$ cat config.mk
export PLATFORM = sky130hd
export DESIGN_NAME = supply_supervisor_mode_control
export DESIGN_NICKNAME = d
export VERILOG_FILES = /design/src/verilog/supply_supervisor_pkg.sv /design/src/verilog/supply_supervisor_mode_control.sv
export SDC_FILE = /design/constraint.sdc
export NUM_CORES = 1
export LEC_CHECK = 0
export BUFFER_PORTS_ARGS = -buffer_cell sky130_fd_sc_hd__buf_2
export CORE_MARGIN = 2
export CORE_UTILIZATION = 40
export CTS_BUF_LIST = sky130_fd_sc_hd__clkbuf_8 sky130_fd_sc_hd__clkbuf_16
export CTS_CLUSTER_SIZE = 30
export DETAILED_ROUTE_END_ITERATION = 10
export MAX_ROUTING_LAYER = met4
export PLACE_DENSITY = 0.69
export RECOVER_POWER = 100
export SLEW_MARGIN = 10
export SYNTH_ARGS = -nofsm -noshare
export SYNTH_HDL_FRONTEND = slang
export SYNTH_SLANG_ARGS = --single-unit
$ cat constraint.sdc
create_clock -name core_clk -period 3.63 [get_ports core_clk]
set_clock_uncertainty 0.2 [all_clocks]
set_input_delay 0.726 -clock core_clk [delete_from_list [all_inputs] [get_ports core_clk]]
set_output_delay 0.726 -clock core_clk [all_outputs]
set_load 0.03 [all_outputs]
$ cat src/verilog/supply_supervisor_pkg.sv
/*
  shared constants and types of the supply supervisor mode control:
  register offsets, field positions, reset values, timing figures and states.
  assumes a 40 MHz core clock and a 16-bit register port.
*/
package supply_supervisor_pkg;

  // register port geometry
  localparam int ADDR_W = 4;
  localparam int DATA_W = 16;
  localparam int SIDES  = 2;              // side 0 low, side 1 high
  localparam int LOW    = 0;
  localparam int HIGH   = 1;

  // register offsets
  localparam logic [ADDR_W-1:0] LOW_CTL_ADDR  = 4'h0;
  localparam logic [ADDR_W-1:0] HIGH_CTL_ADDR = 4'h4;
  localparam logic [ADDR_W-1:0] FLAG_ADDR     = 4'h8;
  localparam logic [ADDR_W-1:0] STAT_ADDR     = 4'hC;

  // control register fields (same layout on both sides)
  localparam int CTL_W        = 7;
  localparam int SUP_EN_BIT   = 0;
  localparam int SUP_KEEP_BIT = 1;
  localparam int SUP_FP_BIT   = 2;
  localparam int MON_EN_BIT   = 3;
  localparam int MON_FP_BIT   = 4;
  localparam int AUTO_BIT     = 5;
  localparam int POR_EN_BIT   = 6;
  // enabled, normal, kept in low power, reset on event
  localparam logic [CTL_W-1:0] CTL_RESET = 7'h4B;

  // flag register fields
  localparam int FLAG_W       = 6;
  localparam int LOW_DLY_BIT  = 0;
  localparam int HIGH_DLY_BIT = 1;
  localparam int LOW_SUP_BIT  = 2;
  localparam int HIGH_SUP_BIT = 3;
  localparam int LOW_MON_BIT  = 4;
  localparam int HIGH_MON_BIT = 5;
  localparam logic [FLAG_W-1:0] FLAG_RESET = 6'h03;

  // status register fields
  localparam int STATE_W        = 2;
  localparam int STAT_HOLD_BIT  = 8;
  localparam int STAT_STUCK_BIT = 9;

  // timing figures in microseconds and their cycle counts
  localparam int CLK_MHZ          = 40;
  localparam int SLOW_DELAY_US    = 150;
  localparam int FAST_DELAY_US    = 2;
  localparam int OVERSHOOT_US     = 6;
  localparam int ENTRY_WINDOW_US  = 1;
  localparam int FAST_CYCLES      = FAST_DELAY_US * CLK_MHZ;
  localparam int OVERSHOOT_CYCLES = OVERSHOOT_US * CLK_MHZ;
  localparam int ENTRY_CYCLES     = ENTRY_WINDOW_US * CLK_MHZ;

  // supervisor or monitor operating state
  typedef enum logic [1:0] {SUP_OFF, SUP_NORMAL, SUP_FULL} supState_t;

  // power mode reported by the core
  typedef enum logic [2:0] {PM_ACTIVE, PM_LIGHT, PM_TWO, PM_THREE, PM_FOUR} powerMode_t;

  // one register port request
  typedef struct packed {
    logic [ADDR_W-1:0] addr;
    logic [DATA_W-1:0] wdata;
    logic              wr;
    logic              rd;
  } regReq_t;

endpackage
$ cat src/verilog/supply_supervisor_mode_control.sv
/*
  supply supervisor mode control: low and high side supervisor and monitor
  state selection, settling delays and flags, wake-up execution mask,
  oscillator overshoot window, lost-wake detection and reset requests.
  assumes synchronous inputs on core_clk and a one-cycle strobe register port.
*/
// Implementation choices: the address map and strobed register access.
// Functional notes
// - flags dead after clear if supervisor off
// - normal low side masks wake for 150us
// - off or full-perf low side masks 2us
// - oscillator overshoot up to 6us after wake
// - subsystem clock overshoot is never masked
// - full-perf low side settles in 2us
// - core raise in full-perf causes reset
// - normal low side settles in 150us
// - early interrupt in affected setup loses wake
// - stuck wake recovers on reset or clear
// - low supervisor state from enable, keep, perf
// - keep and auto bits pick deep state
// - monitor state follows perf and auto bits
// - high supervisor maps like low supervisor
// - delay flag set when settled, zero clears
// - supervisor event flags and may request reset
`timescale 1ns/1ps
module supply_supervisor_mode_control
  import supply_supervisor_pkg::*;
#(
  parameter int SLOW_CYCLES = SLOW_DELAY_US * CLK_MHZ  // long settle and mask
) (
  // clock and reset
  input  wire logic              core_clk,
  input  wire logic              rst_b,
  // register port
  input  wire regReq_t           regReq,
  output logic [DATA_W-1:0]      regRdata,
  // power mode and wake
  input  wire powerMode_t        powerMode,
  input  wire logic              wakeIrq,
  output logic                   wakeGrant,
  output logic                   cpuHold,
  output logic                   oscOvershoot,
  output logic                   wakeStuck,
  // core level and recovery
  input  wire logic [1:0]        coreLevel,
  input  wire logic              powerUpClear,
  input  wire logic              extRecover,
  // comparator events
  input  wire logic              lowSupEvent,
  input  wire logic              highSupEvent,
  input  wire logic              lowMonEvent,
  input  wire logic              highMonEvent,
  // selected states and reset request
  output supState_t              lowSupState,
  output supState_t              lowMonState,
  output supState_t              highSupState,
  output supState_t              highMonState,
  output logic                   porRequest
);

  // counter width covers the longest load
  localparam int CW = $clog2(SLOW_CYCLES + OVERSHOOT_CYCLES + 1);
  // assertion delays
  localparam int FastEnd = FAST_CYCLES - 7;
  localparam int OvEnd   = OVERSHOOT_CYCLES;
  localparam int SetEnd  = FAST_CYCLES + 1;

  logic [CTL_W-1:0]  ctl_ff [SIDES];      // control registers
  logic [FLAG_W-1:0] flag_ff;             // flag register
  logic [FLAG_W-1:0] nxt_flag;            // flag next value
  logic [SIDES-1:0]  dead_ff;             // flags disabled after clear
  logic [SIDES-1:0]  ctlWr;               // control write strobes
  logic [SIDES-1:0]  settleDone;          // settle counter expiry
  logic [SIDES-1:0]  settling;            // settle counter running
  logic [SIDES-1:0]  supEv;               // supervisor events
  logic [SIDES-1:0]  monEv;               // monitor events
  supState_t         supSt_ff [SIDES];    // registered supervisor states
  supState_t         monSt_ff [SIDES];    // registered monitor states
  logic [CW-1:0]     maskCnt_ff;          // execution mask counter
  logic [CW-1:0]     ovCnt_ff;            // overshoot window counter
  logic [CW-1:0]     entryCnt_ff;         // entry window counter
  logic              prevDeep_ff;         // deep mode last cycle
  logic [1:0]        prevLevel_ff;        // core level last cycle
  logic              stuck_ff;            // wake lost
  logic              por_ff;              // reset request
  logic [DATA_W-1:0] rdata_ff;            // read data
  logic              deep;
  logic              deep34;
  logic              flagWr;
  logic              lowFast;
  logic              highAff;
  logic              affected;
  logic              wakeTry;
  logic              loseWake;
  logic              slowWake;
  logic              maskLoad;
  logic              raiseTrip;

  assign ctlWr[LOW]  = regReq.wr && (regReq.addr == LOW_CTL_ADDR);
  assign ctlWr[HIGH] = regReq.wr && (regReq.addr == HIGH_CTL_ADDR);
  assign flagWr      = regReq.wr && (regReq.addr == FLAG_ADDR);
  assign supEv       = {highSupEvent, lowSupEvent};
  assign monEv       = {highMonEvent, lowMonEvent};
  assign deep   = (powerMode == PM_TWO) || (powerMode == PM_THREE) || (powerMode == PM_FOUR);
  assign deep34 = (powerMode == PM_THREE) || (powerMode == PM_FOUR);

  // supervisor state from control bits and mode
  function automatic supState_t supSel(input logic [CTL_W-1:0] c, input logic dp);
    if (!c[SUP_EN_BIT]) begin
      return SUP_OFF;
    end else if (!dp || (c[SUP_KEEP_BIT] && !c[AUTO_BIT])) begin
      return c[SUP_FP_BIT] ? SUP_FULL : SUP_NORMAL;
    end else if (!c[SUP_KEEP_BIT]) begin
      return SUP_OFF;
    end
    return c[SUP_FP_BIT] ? SUP_NORMAL : SUP_OFF;
  endfunction

  // monitor state has no keep bit
  function automatic supState_t monSel(input logic [CTL_W-1:0] c, input logic dp);
    if (!c[MON_EN_BIT]) begin
      return SUP_OFF;
    end else if (!dp || !c[AUTO_BIT]) begin
      return c[MON_FP_BIT] ? SUP_FULL : SUP_NORMAL;
    end
    return c[MON_FP_BIT] ? SUP_NORMAL : SUP_OFF;
  endfunction

  // control registers, one per side
  always_ff @(posedge core_clk or negedge rst_b) begin
    if (!rst_b) begin
      for (int i = 0; i < SIDES; i++) ctl_ff[i] <= CTL_RESET;
    end else begin
      for (int i = 0; i < SIDES; i++) begin
        if (ctlWr[i]) ctl_ff[i] <= regReq.wdata[CTL_W-1:0];
      end
    end
  end

  always_ff @(posedge core_clk or negedge rst_b) begin
    if (!rst_b) begin
      for (int i = 0; i < SIDES; i++) begin
        supSt_ff[i] <= SUP_OFF;
        monSt_ff[i] <= SUP_OFF;
      end
    end else begin
      for (int i = 0; i < SIDES; i++) begin
        supSt_ff[i] <= supSel(ctl_ff[i], deep);
        monSt_ff[i] <= monSel(ctl_ff[i], deep);
      end
    end
  end
  assign lowSupState  = supSt_ff[LOW];
  assign lowMonState  = monSt_ff[LOW];
  assign highSupState = supSt_ff[HIGH];
  assign highMonState = monSt_ff[HIGH];

  // settle counters, restarted by every control write
  for (genvar i = 0; i < SIDES; i++) begin : g_settle
    logic [CW-1:0] cnt_ff;
    // short delay only for full performance
    always_ff @(posedge core_clk or negedge rst_b) begin
      if (!rst_b) begin
        cnt_ff <= '0;
      end else if (ctlWr[i]) begin
        cnt_ff <= regReq.wdata[SUP_FP_BIT] ? CW'(FAST_CYCLES) : CW'(SLOW_CYCLES);
      end else if (cnt_ff != '0) begin
        cnt_ff <= cnt_ff - 1'b1;
      end
    end
    assign settleDone[i] = (cnt_ff == CW'(1)) && !ctlWr[i];
    assign settling[i]   = cnt_ff != '0;
  end

  // a clear with the supervisor off disables its flags
  always_ff @(posedge core_clk or negedge rst_b) begin
    if (!rst_b) begin
      dead_ff <= '0;
    end else begin
      for (int i = 0; i < SIDES; i++) begin
        if (powerUpClear) dead_ff[i] <= !ctl_ff[i][SUP_EN_BIT];
        else if (ctlWr[i]) dead_ff[i] <= 1'b0;
      end
    end
  end

  // flags: written zero clears, hardware set wins
  always_comb begin
    nxt_flag = flag_ff;
    if (flagWr) nxt_flag = nxt_flag & regReq.wdata[FLAG_W-1:0];
    // a new configuration is unsettled until its counter runs out
    if (ctlWr[LOW]) nxt_flag[LOW_DLY_BIT] = 1'b0;
    if (ctlWr[HIGH]) nxt_flag[HIGH_DLY_BIT] = 1'b0;
    nxt_flag[LOW_DLY_BIT]  = nxt_flag[LOW_DLY_BIT] | settleDone[LOW];
    nxt_flag[HIGH_DLY_BIT] = nxt_flag[HIGH_DLY_BIT] | settleDone[HIGH];
    nxt_flag[LOW_SUP_BIT]  = nxt_flag[LOW_SUP_BIT] | (supEv[LOW] & ~dead_ff[LOW]);
    nxt_flag[HIGH_SUP_BIT] = nxt_flag[HIGH_SUP_BIT] | (supEv[HIGH] & ~dead_ff[HIGH]);
    nxt_flag[LOW_MON_BIT]  = nxt_flag[LOW_MON_BIT] | (monEv[LOW] & ~dead_ff[LOW]);
    nxt_flag[HIGH_MON_BIT] = nxt_flag[HIGH_MON_BIT] | (monEv[HIGH] & ~dead_ff[HIGH]);
  end

  always_ff @(posedge core_clk or negedge rst_b) begin
    if (!rst_b) flag_ff <= FLAG_RESET;
    else flag_ff <= nxt_flag;
  end

  // raising the level with a 2us settle trips a reset
  assign raiseTrip = (coreLevel > prevLevel_ff) && ctl_ff[LOW][SUP_EN_BIT]
                     && ctl_ff[LOW][SUP_FP_BIT];

  // reset request from events or level raise
  always_ff @(posedge core_clk or negedge rst_b) begin
    if (!rst_b) begin
      por_ff       <= 1'b0;
      prevLevel_ff <= 2'h0;
    end else begin
      por_ff <= raiseTrip || (supEv[LOW] && ctl_ff[LOW][POR_EN_BIT])
                || (supEv[HIGH] && ctl_ff[HIGH][POR_EN_BIT]);
      prevLevel_ff <= coreLevel;
    end
  end
  assign porRequest = por_ff;

  // configurations that can swallow an early wake
  assign lowFast = !ctl_ff[LOW][SUP_EN_BIT] || ctl_ff[LOW][SUP_FP_BIT]
                   || !ctl_ff[LOW][MON_EN_BIT] || ctl_ff[LOW][MON_FP_BIT];
  assign highAff = (ctl_ff[HIGH][SUP_EN_BIT] && !ctl_ff[HIGH][SUP_FP_BIT]
                    && (!ctl_ff[HIGH][SUP_KEEP_BIT] || ctl_ff[HIGH][AUTO_BIT]))
                   || (ctl_ff[HIGH][MON_EN_BIT] && !ctl_ff[HIGH][MON_FP_BIT]
                    && ctl_ff[HIGH][AUTO_BIT]);
  // entering before the delay flags set is also affected
  assign affected = (lowFast && highAff) || (|settling);

  // early interrupt in affected setup is lost
  assign wakeTry   = deep && wakeIrq && !stuck_ff;
  assign loseWake  = wakeTry && (entryCnt_ff != '0) && affected;
  assign wakeGrant = wakeTry && !loseWake;

  // entry window counter restarts on each deep entry
  always_ff @(posedge core_clk or negedge rst_b) begin
    if (!rst_b) begin
      prevDeep_ff <= 1'b0;
      entryCnt_ff <= '0;
    end else begin
      prevDeep_ff <= deep;
      if (deep && !prevDeep_ff) entryCnt_ff <= CW'(ENTRY_CYCLES);
      else if (entryCnt_ff != '0) entryCnt_ff <= entryCnt_ff - 1'b1;
    end
  end

  // recovery wins over a new loss in the same cycle
  always_ff @(posedge core_clk or negedge rst_b) begin
    if (!rst_b) stuck_ff <= 1'b0;
    else if (powerUpClear || extRecover) stuck_ff <= 1'b0;
    else if (loseWake) stuck_ff <= 1'b1;
  end
  assign wakeStuck = stuck_ff;

  // slow wake whenever a low side unit runs normal
  assign slowWake = (ctl_ff[LOW][SUP_EN_BIT] && !ctl_ff[LOW][SUP_FP_BIT])
                    || (ctl_ff[LOW][MON_EN_BIT] && !ctl_ff[LOW][MON_FP_BIT]);
  assign maskLoad = wakeGrant && deep34;

  // mask counter loaded on wake, holds the processor
  always_ff @(posedge core_clk or negedge rst_b) begin
    if (!rst_b) maskCnt_ff <= '0;
    else if (maskLoad) maskCnt_ff <= slowWake ? CW'(SLOW_CYCLES) : CW'(FAST_CYCLES);
    else if (maskCnt_ff != '0) maskCnt_ff <= maskCnt_ff - 1'b1;
  end
  assign cpuHold = maskCnt_ff != '0;

  // overshoot window, deliberately not gated by the mask
  // so subsystem clock users still see the fast oscillator
  always_ff @(posedge core_clk or negedge rst_b) begin
    if (!rst_b) ovCnt_ff <= '0;
    else if (maskLoad) ovCnt_ff <= CW'(OVERSHOOT_CYCLES);
    else if (ovCnt_ff != '0) ovCnt_ff <= ovCnt_ff - 1'b1;
  end
  assign oscOvershoot = ovCnt_ff != '0;

  // read data valid only in the cycle after the strobe
  always_ff @(posedge core_clk or negedge rst_b) begin
    if (!rst_b) begin
      rdata_ff <= '0;
    end else if (!regReq.rd) begin
      rdata_ff <= '0;
    end else begin
      unique case (regReq.addr)
        LOW_CTL_ADDR:  rdata_ff <= DATA_W'(ctl_ff[LOW]);
        HIGH_CTL_ADDR: rdata_ff <= DATA_W'(ctl_ff[HIGH]);
        FLAG_ADDR:     rdata_ff <= DATA_W'(flag_ff);
        STAT_ADDR:     rdata_ff <= DATA_W'({stuck_ff, cpuHold, monSt_ff[HIGH],
                                            supSt_ff[HIGH], monSt_ff[LOW], supSt_ff[LOW]});
        default:       rdata_ff <= '0;  // unmapped reads zero
      endcase
    end
  end
  assign regRdata = rdata_ff;
endmodule

; ---- After elaboration in Yosys (flattened, before gate mapping)
; Index checks and enable logic that the tools add are counted.
[totals]
regBits = 116
in_bits = 36
out_inout_bits = 29
[classes]
addsub = 5
order_cmp = 1
eq_ne = 8
muxes = 55
n_bitwise = 13
reduce_logical = 73
[op_table]
columns = operator, count
row1 = 13-bit two-way mux, 12
row2 = 13-bit nonzero test, 5
row3 = "13-bit by 1-bit subtractor with 13-bit output, second input constant", 5
row4 = 10-bit one-hot mux with 4 select lines, 1
row5 = 2-bit two-way mux, 18
row6 = "13-bit by 1-bit equality test with 1-bit output, second input constant", 2
row7 = 1-bit logical AND, 25
row8 = 1-bit two-way mux, 22
row9 = 1-bit logical OR, 17
row10 = 1-bit logical NOT, 16
row11 = 2-bit nonzero test, 8
row12 = 10-bit two-way mux, 1
row13 = "4-bit equality test, second input constant", 2
row14 = 6-bit bitwise AND, 1
row15 = "3-bit by 2-bit equality test with 1-bit output, second input constant", 2
row16 = 6-bit two-way mux, 1
row17 = 1-bit OR, 6
row18 = 1-bit bitwise AND, 4
row19 = "4-bit by 3-bit equality test with 1-bit output, second input constant", 1
row20 = 4-bit logical NOT, 1
row21 = "3-bit equality test, second input constant", 1
row22 = 2-bit > comparator, 1
row23 = 1-bit inverter, 2
row24 = 2-bit OR reduction, 1

; ---- Longest topological paths before layout
[logic_depth]
ltp_word = 11
ltp_mapped = 9
mapped_depth_nobuf = 7

; ---- Least setup slack after synthesis
; Ideal clock, no wire load.
[synth_path]
kind = flip-flop to output port
start = reg entryCnt_ff[6]
end = out wakeGrant
t_arrival_ns = 2.373
slack_ns = 0.331
stages_incl_launch_ff = 7
n_path_buf = 1
cell_sequence = dfrtp_1 -> or4_4 -> or4_1 -> buf_4 -> nor2_8 -> nor2_1 -> nor3_1
[synth_between]
elab_chain_len = 5
[synth_rtl]
columns = element, line_no
row1 = "start, declared", supply_supervisor_mode_control.sv:81  ; logic [CW-1:0] entryCnt_ff;
row2 = "start signal, assigned", supply_supervisor_mode_control.sv:246  ; if (deep && !prevDeep_ff) entryCnt_ff <= CW'(ENTRY_CYCLES);
row3 = "start signal, assigned", supply_supervisor_mode_control.sv:247  ; else if (entryCnt_ff != '0) entryCnt_ff <= entryCnt_ff - 1'b1;
row4 = 13-bit nonzero test, supply_supervisor_mode_control.sv:236  ; assign loseWake = wakeTry && (entryCnt_ff != '0) && affected;
row5 = 1-bit logical AND (2 in a row), supply_supervisor_mode_control.sv:236
row6 = 1-bit logical NOT, supply_supervisor_mode_control.sv:237  ; assign wakeGrant = wakeTry && !loseWake;
row7 = 1-bit logical AND, supply_supervisor_mode_control.sv:237
row8 = "end, declared", supply_supervisor_mode_control.sv:40  ; output logic wakeGrant,
; No other way between the ends.

; ---- Worst setup path after layout
[layout_path]
start = reg ovCnt_ff[0]
end = out oscOvershoot
[layout_between]
elab_chain_len = 1
[layout_rtl]
columns = element, line_no
row1 = "start, declared", supply_supervisor_mode_control.sv:80  ; logic [CW-1:0] ovCnt_ff;
row2 = "start signal, assigned", supply_supervisor_mode_control.sv:276  ; else if (maskLoad) ovCnt_ff <= CW'(OVERSHOOT_CYCLES);
row3 = "start signal, assigned", supply_supervisor_mode_control.sv:277  ; else if (ovCnt_ff != '0) ovCnt_ff <= ovCnt_ff - 1'b1;
row4 = 13-bit nonzero test, supply_supervisor_mode_control.sv:279  ; assign oscOvershoot = ovCnt_ff != '0;
row5 = "end, declared", supply_supervisor_mode_control.sv:42  ; output logic oscOvershoot,
; No other way between the ends.

==> results.toml <==
[synthesis]
yosys.area.top_type_share = 0.4529
ys.flop_type = "dfrtp_1"
ys_seq_area_frac = 0.5005
syn_avg_cell_area_sq_um = 9.938
async_flop_share = 1.000
synth_cell_types = 60
yosys.area.top_type = "dfrtp_1"
yosysWarningCount = 0
synth_edf_count = 0
ys_seq_elements = 110
syn-instance-count = 556
ys_top_cells_by_area = "dfrtp_1 (45%), dfstp_2 (4.8%), nand2_1 (4.7%), nor2_1 (4.0%), xor2_1 (3.6%)"
syn_area_sq_mm = 0.005525

[clock_tree]
cts_setup_buffers = 0
clk_latency_ps = 360
htreeDepth = 3
cts_buffer_depth = 2
clkTransAtPathRegs_ps = 70
cts_buffers = 9
cts_num_sinks = 110
holdBufCountCts = 0
cts_tree = "done"
cts_root_buf = "clkbuf_16"

[sta]
fin_crit_ps = 3533
rsz0062_at_grt = "false"
fin_crit_sh = 0.9733
tightest_slew_ps = 2528
fmax_ghz = 0.2830
fin_setup_tns_ps = 0
drv_slew = 48
slew_headroom = -0.6855
hold_violations = 0
setup_viol = 0

[worst_setup_path]
cpMostUsedCell = "or3_4"
arrival_ps = 2610
endpoint_kind = "output port"
crit_buf_inv = 2
cpPeakStageDelay_ps = 640
critical_path_class = "reg -> out"
worstPathRequired_ps = 2700
path_cells = "inv_1 -> ha_1 -> or4b_2 -> or3_4 -> or3_4 -> buf_2"
path_delay_family = "simple AND/OR/NAND/NOR gates"
crit_slowest_cell = "or4b_2"
path_max_fanout = 5
worstSetupStartpointType = "register"
r2r_setup_slack_ps = 400

[global_routing]
antenna_found_initial = 0
grt_pass1_wl_um = 20330
grt_max_degree = 64
overflow = 0
first_global_vias = 4207
grt_usage = 0.1800

[cells_and_area]
area_growth_pct = 12.75
instances_no_fill = 785
fin_area_sq_mm = 0.006230
drive_above_1_share = 0.1182
final_nets = 653
antenna_cells = 0

[route]
vias_per_cell = 5.340
wl_per_cell_um = 15.28
drcViolationCount = 0
drt-pass1-iter-count = 5
ant_nets = 0
drtIter0Drc = 337
vias = 4192
wl_um = 11990

[floorplan]
rows = 42
die_h_um = 121.5
core-area_sq_mm = 0.01335
die_w_um = 121.5
die_area_sq_mm = 0.01477
initial_core_util = 0.4139
num_io_pins = 65

[status]
violations = "capacitance limit, slew limit"
status = "finished, violations left"

[placement]
dpl.hpwl_um = 8687
numPortBuffers = 49
routabilityCongestion = 0.8529
place_area_sq_mm = 0.005936
dp.cells = 769

[power]
p_sw_frac = 0.3432
p_leak_nw = 2.688
p_seq_frac = 0.474
power_density_mw_per_mm2 = 659.0
pwr-share-comb = 0.269
internal_power_w = 0.002696
peakVddDrop_uv = 321.9
p_sw_w = 0.001409
p_clk_frac = 0.256

[run]
maxCapViolCount = 1

[min_path]
hold_class = "reg -> reg"
==> cell families (layout without fill, tap and decap cells) <==
kind of cell               after synthesis  in the layout  share of synthesized area
and+or+nand+nor                        252            252                     0.2385
DFF                                    110            110                     0.5005
AOI/OAI and AO/OA                       86             86                    0.09783
buffers and inverters                   45             93                    0.03918
xor gates and xnor gates                38             38                    0.06024
adders and majority gates               13             13                    0.02944
muxes                                   11             11                    0.03374
other                                    1              6                  0.0006787
==> cell type report <==
type / instances / area (sq um)
clock buffers: 9 / 225.2
clock inverters: 7 / 91.34
fillers: 1254 / 7118
inverters: 22 / 82.58
multi-input cells: 406 / 2591
flip-flops and latches: 110 / 2765
well taps: 176 / 220.2
repair buffers: 55 / 254.0
==> metrics by stage <==
stage / setup WS, ps / total power, W / util / hold slack, ps
5_1_grt: 18.50 / 0.004403 / 0.4667 / 279.6
3_5_place_dp: 404.8 / 0.003061 / 0.4447 / 269.2
2_1_floorplan: 331.1 / 0.002758 / - / 230.4
4_1_cts: 10.89 / 0.004129 / 0.4684 / 192.6
6_report: 96.83 / 0.004105 / 0.4667 / 274.2
3_3_place_gp: 389.2 / 0.002982 / 0.4447 / 257.0
==> what timing repair did <==
item / in CTS / in global routing
endpoints found under the hold margin: 0 / 0
endpoints found under the setup margin: 0 / 2
gates resized for setup: 0 / 6
==> power groups by stage <==
stage                     Clock [W]  Combinational [W]  Sequential, W
final                       0.00105            0.00111        0.00195
after global routing        0.00114            0.00126        0.00200
after CTS                   0.00108            0.00112        0.00194
after detailed placement          0            0.00111        0.00195
after global placement            0            0.00105        0.00193
after floorplan                   0           0.000858        0.00190
==> worst paths after layout <==
path | startpoint | endpoint | cells after the start
min in group asynchronous | rst_b | maskCnt_ff[4] | 1
max in group asynchronous | rst_b | maskCnt_ff[8] | 1
setup / recovery | ovCnt_ff[0] | oscOvershoot | 6
hold / removal | dead_ff[0] | flag_ff[2] | 1
setup reg to reg | entryCnt_ff[6] | maskCnt_ff[12] | 6
hold reg to reg | dead_ff[0] | flag_ff[2] | 1
==> Yosys cell counts (all sizes together), types with 10 or more instances <==
cell type  number
inv            22
or3            12
nand2          69
a21oi          19
or4            11
clkbuf         10
dfstp          10
xor2           23
and3           12
dfrtp         100
nor3           20
xnor2          15
ha             13
o21ai          25
buf            13
nor2           60
==> cells in the final DEF (no fill, tap or decap), types with 4 or more instances in the layout <==
cell type	netlist	layout
clkbuf_16	0	9
and2_0	1	5
a21oi_1	19	19
a211o_1	6	6
nor2_1	59	59
nor3_1	20	20
o21ai_0	20	25
conb_1	1	6
dfrtp_1	100	100
o22ai_1	9	9
dfstp_2	10	10
mux2i_1	4	4
o211ai_1	4	4
nor4_1	6	5
nand3_1	9	9
clkbuf_1	10	29
and3_1	12	12
buf_2	2	25
nand3b_1	6	6
nand2_1	69	69
nor2b_1	7	7
xor2_1	23	23
or4_1	9	8
inv_1	22	23
or3_1	12	10
a211oi_1	8	8
xnor2_1	15	15
mux4_2	6	6
ha_1	13	13
and2_1	8	4
nand2b_1	9	9
==> state kept, by name, summed over array words and instances (netlist names), 6 cells and up <==
signal / flops
ctl_ff: 14
entryCnt_ff: 13
flag_ff: 6
g_settle.cnt_ff: 26
maskCnt_ff: 13
ovCnt_ff: 13
regRdata: 10
==> layer usage <==
| metal | vias up | share of wire | track usage |
|---|---|---|---|
| met1 | 2065 | 0.45 | 0.2294 |
| met3 | 20 | 0.055 | 0.04588 |
| li1 | 2018 | - | - |
| met2 | 89 | 0.47 | 0.2834 |
| met4 | 0 | 0.020 | 0.05747 |
| met5 | - | 0 | - |
(Power assumes the default switching activity.)
